`src/hw/tss_defs.svh`:
```
// Offsets, reset values, field positions and timing counts of the bus timing sequencer
`ifndef TSS_DEFS_SVH
`define TSS_DEFS_SVH
`define TSS_STEP_OFF 8'h14
`define TSS_CTRL_OFF 8'h18
`define TSS_STEP_RST 8'h00
`define TSS_CTRL_RST 8'h00
`define TSS_CTRL_LOCAL_BIT 0
`define TSS_STEP_MSB_BIT 7
`define TSS_FIRST_STEP 6'h00
`define TSS_LAST_STEP 6'h25
`define TSS_VIEW_BASE 31
`define TSS_CLK_NS 10
`define TSS_SCLK_HALF_NS 40
`define TSS_SCLK_HALF_CYC ((`TSS_SCLK_HALF_NS + `TSS_CLK_NS - 1) / `TSS_CLK_NS)
`define TSS_ECHO_BLANK 2'h3
`endif

```
`src/hw/tss_pkg.sv`:
```
// Types shared by the bus timing sequencer
package tss_pkg;
	typedef logic [5:0] tss_step_t;
	typedef logic [37:0] tss_onehot_t;
	typedef logic [7:0] tss_view_t;
endpackage

```
`src/hw/tss_top.sv`:
```
// Bus timing step sequencer with APB register access
`timescale 1ns/100ps
`include "tss_defs.svh"

// Functional notes
// - The step register is read only, and bus writes to it never alter the step.
// - Each rising edge of the serial clock moves the step up by one from 0 to 37 and from 37 back to 0.
// - The step is decoded one-hot so exactly one decoded output is active, and the register shows those of steps 31 to 37.
// - Every node holds the same step at once because the step moves only on shared serial clock edges.
// - Reset puts the step counter at step 0.
// - A read may be stale when the serial clock is foreign to the processor clock; no guarantee then.
// - When the serial clock is made on this chip the step register is always in step with the bus.
// - The link is a token-passing network of chips sharing a serial clock line, data line and a chain.
module tss_top #(
	parameter int STEP_COUNT = 38, // Steps in one bus cycle
	parameter int SCLK_HALF_CYC = `TSS_SCLK_HALF_CYC // Half period of locally made serial clock
) (
	input wire logic ref_clk, // System clock
	input wire logic rst, // Asynchronous reset, active high
	input wire logic [7:0] paddr, // APB byte address
	input wire logic psel, // APB select
	input wire logic penable, // APB access phase
	input wire logic pwrite, // APB direction, high for write
	input wire logic [31:0] pwdata, // APB write data
	input wire logic [3:0] pstrb, // APB byte strobes
	output logic [31:0] prdata, // APB read data
	output logic pready, // APB transfer done
	output logic pslverr, // APB error, unmapped address
	input wire logic sclk_in, // Serial clock pin level
	output logic sclk_out, // Serial clock drive value
	output logic sclk_oe_n, // Serial clock drive enable, low while driving
	output tss_pkg::tss_step_t step_index // Current step number
);

	// One-hot decode of a step number
	function automatic tss_pkg::tss_onehot_t step_decode(input tss_pkg::tss_step_t s);
		tss_pkg::tss_onehot_t v;
		v = '0;
		v[s] = 1'b1;
		return v;
	endfunction

	// Register view of the decoded outputs; the top bit is never set
	function automatic tss_pkg::tss_view_t step_view(input tss_pkg::tss_onehot_t oh);
		tss_pkg::tss_view_t v;
		v = {1'b0, oh[`TSS_VIEW_BASE +: 7]};
		return v;
	endfunction

	logic sclk_meta;
	logic sclk_sync;
	logic sclk_prev;
	logic pin_rise;
	logic local_en;
	logic [7:0] div_cnt;
	logic div_wrap;
	logic gen_rise;
	logic step_rise;
	logic [1:0] echo_blank;
	tss_pkg::tss_step_t step;
	tss_pkg::tss_step_t next_step;
	tss_pkg::tss_onehot_t step_oh;
	logic setup_phase;
	logic hit_step;
	logic hit_ctrl;

	// Two-stage synchroniser on the pin; only the second stage is looked at
	always_ff @(posedge ref_clk or posedge rst) begin
		if (rst) begin
			sclk_meta <= 1'b0;
			sclk_sync <= 1'b0;
		end else begin
			sclk_meta <= sclk_in;
			sclk_sync <= sclk_meta;
		end
	end

	// Edge finder on the synchronised pin level
	always_ff @(posedge ref_clk or posedge rst) begin
		if (rst) begin
			sclk_prev <= 1'b0;
		end else begin
			sclk_prev <= sclk_sync;
		end
	end

	// A foreign clock is seen two to three cycles late, so a host read can lag the bus
	assign pin_rise = sclk_sync & ~sclk_prev;

	// Local serial clock divider, only running when this chip makes the clock
	assign div_wrap = (div_cnt == 8'(SCLK_HALF_CYC - 1));
	always_ff @(posedge ref_clk or posedge rst) begin
		if (rst) begin
			div_cnt <= 8'h00;
			sclk_out <= 1'b0;
		end else if (!local_en) begin
			div_cnt <= 8'h00;
			sclk_out <= 1'b0;
		end else if (div_wrap) begin
			div_cnt <= 8'h00;
			sclk_out <= ~sclk_out;
		end else begin
			div_cnt <= div_cnt + 8'h01;
		end
	end

	// Rising edge of the locally made clock is known in the same cycle it is driven
	assign gen_rise = local_en & div_wrap & ~sclk_out;

	// Pin is driven only while this chip owns the serial clock
	always_ff @(posedge ref_clk or posedge rst) begin
		if (rst) begin
			sclk_oe_n <= 1'b1;
		end else begin
			sclk_oe_n <= ~local_en;
		end
	end

	// Blanking after local mode ends: our own last edge is still in the synchroniser
	// and would otherwise be counted a second time as a pin edge
	always_ff @(posedge ref_clk or posedge rst) begin
		if (rst) begin
			echo_blank <= 2'h0;
		end else if (local_en) begin
			echo_blank <= `TSS_ECHO_BLANK;
		end else if (echo_blank != 2'h0) begin
			echo_blank <= echo_blank - 2'h1;
		end
	end

	// Local mode follows its own edge, not the delayed pin echo, so steps stay aligned
	assign step_rise = local_en ? gen_rise : (pin_rise & (echo_blank == 2'h0));

	// Next step with wrap after the last one
	always_comb begin
		next_step = step;
		if (step_rise) begin
			if (step == `TSS_LAST_STEP) begin
				next_step = `TSS_FIRST_STEP;
			end else begin
				next_step = step + 6'h01;
			end
		end
	end

	// Step counter and its one-hot decode kept side by side
	always_ff @(posedge ref_clk or posedge rst) begin
		if (rst) begin
			step <= `TSS_FIRST_STEP;
			step_oh <= tss_pkg::tss_onehot_t'(1);
		end else begin
			step <= next_step;
			step_oh <= step_decode(next_step);
		end
	end

	// Step number for logic beside this block
	assign step_index = step;

	// APB decode
	assign setup_phase = psel & ~penable & ~pready;
	assign hit_step = (paddr == `TSS_STEP_OFF);
	assign hit_ctrl = (paddr == `TSS_CTRL_OFF);

	// Control register: the only software-steered bit selects local clock generation
	always_ff @(posedge ref_clk or posedge rst) begin
		if (rst) begin
			local_en <= 1'(`TSS_CTRL_RST);
		end else if (psel && penable && pready && pwrite && hit_ctrl && pstrb[0] && !pslverr) begin
			local_en <= pwdata[`TSS_CTRL_LOCAL_BIT];
		end
	end

	// No wait state: answer is prepared in setup and shown in the first access cycle
	always_ff @(posedge ref_clk or posedge rst) begin
		if (rst) begin
			pready <= 1'b0;
			pslverr <= 1'b0;
			prdata <= 32'h00000000;
		end else begin
			pready <= setup_phase;
			pslverr <= setup_phase & ~hit_step & ~hit_ctrl;
			if (setup_phase && !pwrite && hit_step) begin
				prdata <= {24'h000000, step_view(step_oh)};
			end else if (setup_phase && !pwrite && hit_ctrl) begin
				prdata <= {31'h00000000, local_en};
			end else if (setup_phase) begin
				prdata <= 32'h00000000;
			end
		end
	end

	// Checks
	step_range_a: assert property (@(posedge ref_clk) disable iff (rst)
		int'(step) < STEP_COUNT) else $error("step out of range");

	step_wrap_a: assert property (@(posedge ref_clk) disable iff (rst)
		(step_rise && step == `TSS_LAST_STEP) |=> (step == `TSS_FIRST_STEP)) else $error("step did not wrap");

	step_incr_a: assert property (@(posedge ref_clk) disable iff (rst)
		(step_rise && step != `TSS_LAST_STEP) |=> (step == $past(step) + 6'h01)) else $error("step did not advance");

	step_hold_a: assert property (@(posedge ref_clk) disable iff (rst)
		!step_rise |=> $stable(step)) else $error("step moved without an edge");

	onehot_match_a: assert property (@(posedge ref_clk) disable iff (rst)
		$onehot(step_oh) && step_oh == step_decode(step)) else $error("decode not one-hot");

	read_view_a: assert property (@(posedge ref_clk) disable iff (rst)
		(setup_phase && !pwrite && hit_step) |=> (prdata[7:0] == step_view($past(step_oh)) && !prdata[`TSS_STEP_MSB_BIT] && prdata[31:8] == 24'h000000)) else $error("step read wrong");

	write_ignored_a: assert property (@(posedge ref_clk) disable iff (rst)
		(psel && penable && pready && pwrite && hit_step) |=> (local_en == $past(local_en))) else $error("step write had an effect");

	apb_answer_a: assert property (@(posedge ref_clk) disable iff (rst)
		setup_phase |=> pready ##1 !pready) else $error("answer timing wrong");

	local_edge_a: assert property (@(posedge ref_clk) disable iff (rst)
		(local_en && gen_rise) |=> (sclk_out && step == $past(next_step))) else $error("local edge misaligned");

	echo_mask_a: assert property (@(posedge ref_clk) disable iff (rst)
		(!local_en && echo_blank != 2'h0) |=> $stable(step)) else $error("own edge counted twice");

	reset_zero_a: assert property (@(posedge ref_clk)
		$fell(rst) |-> (step == `TSS_FIRST_STEP || step == 6'h01)) else $error("reset did not clear step");

endmodule // tss_top
```
`config.mk`:
```
export PLATFORM = sky130hd
export DESIGN_NAME = tss_top
export DESIGN_NICKNAME = d
export VERILOG_FILES = /design/src/hw/tss_pkg.sv /design/src/hw/tss_top.sv
export VERILOG_INCLUDE_DIRS = /design/src /design/src/hw
export SDC_FILE = /design/constraint.sdc
export NUM_CORES = 1
export LEC_CHECK = 0
export ABC_AREA = 1
export BUFFER_PORTS_ARGS = -buffer_cell sky130_fd_sc_hd__buf_2
export CAP_MARGIN = 20
export CORE_ASPECT_RATIO = 1.4
export CORE_UTILIZATION = 51
export CTS_BUF_LIST = sky130_fd_sc_hd__clkbuf_16
export DETAILED_ROUTE_END_ITERATION = 12
export PLACE_DENSITY = 0.86
export SKIP_CTS_REPAIR_TIMING = 1
export SYNTH_ARGS = -nofsm -noshare
export SYNTH_HDL_FRONTEND = slang
export SYNTH_SLANG_ARGS = --single-unit
```
`constraint.sdc`:
```
create_clock -name ref_clk -period 2.26 [get_ports ref_clk]
set_input_delay 0.113 -clock ref_clk [delete_from_list [all_inputs] [get_ports ref_clk]]
set_output_delay 0.113 -clock ref_clk [all_outputs]
set_load 0.02 [all_outputs]
```
==> impl_metrics.ini <==
[logic_synthesis]
synthArstFlopShare_pct = 100.0
synth_cell_types = 28
muxShareOfSynthArea_pct = 0
seq_area_frac_synth_pct = 46.46
syn_area_per_cell_um2 = 8.872
synth-main-ff-cell = dfrtp_1
synth_edf_count = 0
synth-compound-area-share_pct = 5.617
synth_fa_ha_area_share_pct = 2.442
ys_warn_count = 0
syn_area_um2 = 2049
synthXorXnorAreaFrac_pct = 0.4274
synthCells = 231
ys_ff_latch = 38
yosys.area_share.simple_pct = 29.85
synth_top_family_by_area = simple AND/OR/NAND/NOR gates

[finish]
nets = 326
syn_to_final_growth_pct = 16.42
n_fill_cell = 286
seq_area_um2 = 952.2
stdcell_count = 315
finalInstanceArea_um2 = 2386
multi_input_area_um2 = 879.6
final_cell_mix = nand2_1 (37), dfrtp_1 (37), buf_2 (32)
drive_above_1_share_pct = 26.37
diodes = 0

[place]
hpwl_um = 2702
placed_cells = 305
portBuffers = 32
gp_congestion = 0.8649
post-place-ws_ps = 487.4
place_area_um2 = 2172

[setup_path]
cp_cell_sequence = inv_1 -> ha_1 -> inv_1 -> nor3_1 -> nand2_2 -> nand2_4 -> nand2_1 -> nand2_2 -> inv_2 -> nand3_4 -> nor2_1
required_ps = 2430
critPathCaptureType = flip-flop
r2r_setup_slack_ps = 460
r2r_start = echo_blank[0]$_DFFE_PP0P_
r2r_cells = 11
critPathBufInv = 3
path_max_fanout = 8
startpoint_type = flip-flop
max_stage_delay_ps = 400
cpMaxStageDelayCell = dfrtp_1
worstPathArrival_ps = 1970
reg2reg_to = step_oh[37]$_DFF_PP0_
critPathKind = flip-flop to flip-flop
cp_top_family = simple AND/OR/NAND/NOR gates

[detailed_routing]
firstDrtPassIters = 4
wl_per_cell_um = 11.93
drc = 0
routed_via_density = 5.025
drt-total-wl_um = 3759
ant_nets = 0
drt_iter0_markers = 28
via_count = 1583

[timing]
setup_tns_ps = 0
finClkSkew_ps = 2.968
slew_violations = 0
grt_setup_unrepaired = no
setup_slack_ps = 463.7
hold_slack_ps = 14.84
finalHoldViolations = 0
min_period_over_period_pct = 79.48
max_freq_mhz = 556.7
final-setup-viol-count = 0
min_period_ps = 1796

[min_path]
hold_depth = 2
min_from = penable
min_to = pready$_DFF_PP0_
worstHoldPathType = input port to flip-flop

[clock_network]
clockBufferDepth = 2
cts_root_buffer = clkbuf_16
cts_num_sinks = 38
clk_latency_ps = 280
cts_max_level = 2
numCtsBuffers = 5
clk_pin_slew_ps = 60
cts_tree = done

[global_route]
antenna_found_initial = 0
grtUsageTotal_pct = 19.13
grt_start_max_net_pins = 39
grt_first_pass_wirelength_um = 6361
grt_overflow_total = 0
grt_pass1_vias = 1494

[run_status]
status = finished clean

[die]
initial_core_util_pct = 54.78
die_width_um = 55.58
coreArea_um2 = 3741
num_io_pins = 92
die_h_um = 77.01
dieArea_um2 = 4280
rows = 26

[run]
cap_violations = 0

[power_and_ir_drop]
vdd_drop_max_mv = 1.129
cellLeakagePower_nw = 1.248
p_per_area_nw_per_um2 = 1020
==> logic make-up (layout without fill, tap and decap cells) <==
logic type	count (synthesis)	after routing
fa+ha+maj	4	4
flops	38	38
buf+inv	57	75
xor+xnor	1	1
other cells	1	25
simple gates	113	113
compound gates	17	17
==> routing by layer <==
metal	track usage [%]	part of all wire [%]	up-vias
met5	0	0	-
met2	34.46	55	42
met1	20.07	38	762
li1	-	-	771
met3	4.216	3.8	8
met4	11.00	3.0	0
==> through the flow <==
step	power (mW)	utilization, %
after floorplan	1.406	-
after detailed placement	1.528	58.06
after CTS	2.453	63.24
final	2.435	63.78
after global routing	2.571	63.78
after global placement	1.507	58.06
==> registers in the layout, summed over array words and instances (netlist names) <==
name and count:
sclk_prev 1, pslverr 1, sclk_sync 1, sclk_meta 1, echo_blank 2, step_index 6, div_cnt 8, pready 1
prdata 7, sclk_oe_n 1, local_en 1, sclk_out 1, step_oh 7
==> final cells by class <==
cell class	instances	share of cell area, %
clock inverter	3	2.884
tap	42	2.202
multi-input combinational	160	36.86
clock buffer	5	5.244
inverter	32	5.034
timing repair buffer	35	7.866
sequential	38	39.91
==> power by group <==
part           leakage, nW  switching, mW  internal [mW]
registers            0.483          0.103          0.766
clock network       0.0940          0.275          0.634
logic                0.671          0.440          0.217
==> cells in the mapped netlist (2+ instances only) <==
cell     instances  area share, %
a21oi_1          4           0.98
a32o_1           6            2.9
buf_4           25            9.2
dfrtp_1         37             45
ha_1             4            2.4
inv_1           26            4.8
inv_2            5           0.92
nand2_1         37            6.8
nand2_2          8            2.4
nand2_4          3            1.6
nand3_1         24            5.9
nand3_4          2            1.7
nand4_1          2           0.61
nor2_1          19            3.5
nor2_2           6            1.8
nor2_4           2            1.1
nor3_1           4           0.98
o21ai_0          7            1.7
==> how the worst max path moves through the flow <==
| stage | startpoint | endpoint | slack [ps] | cells after the start |
|---|---|---|---|---|
| final | echo_blank[0]$_DFFE_PP0P_ | step_oh[37]$_DFF_PP0_ | 460 | 11 |
| after global routing | echo_blank[0]$_DFFE_PP0P_ | step_oh[32]$_DFF_PP0_ | 300 | 11 |
| after global placement | echo_blank[0]$_DFFE_PP0P_ | step_oh[32]$_DFF_PP0_ | 570 | 11 |
| after CTS | echo_blank[0]$_DFFE_PP0P_ | step_oh[37]$_DFF_PP0_ | 480 | 11 |
| after detailed placement | echo_blank[0]$_DFFE_PP0P_ | step_oh[37]$_DFF_PP0_ | 490 | 11 |
| after floorplan | echo_blank[0]$_DFFE_PP0P_ | step_oh[34]$_DFF_PP0_ | 760 | 11 |
No activity file was read; power rests on OpenSTA's default activity.
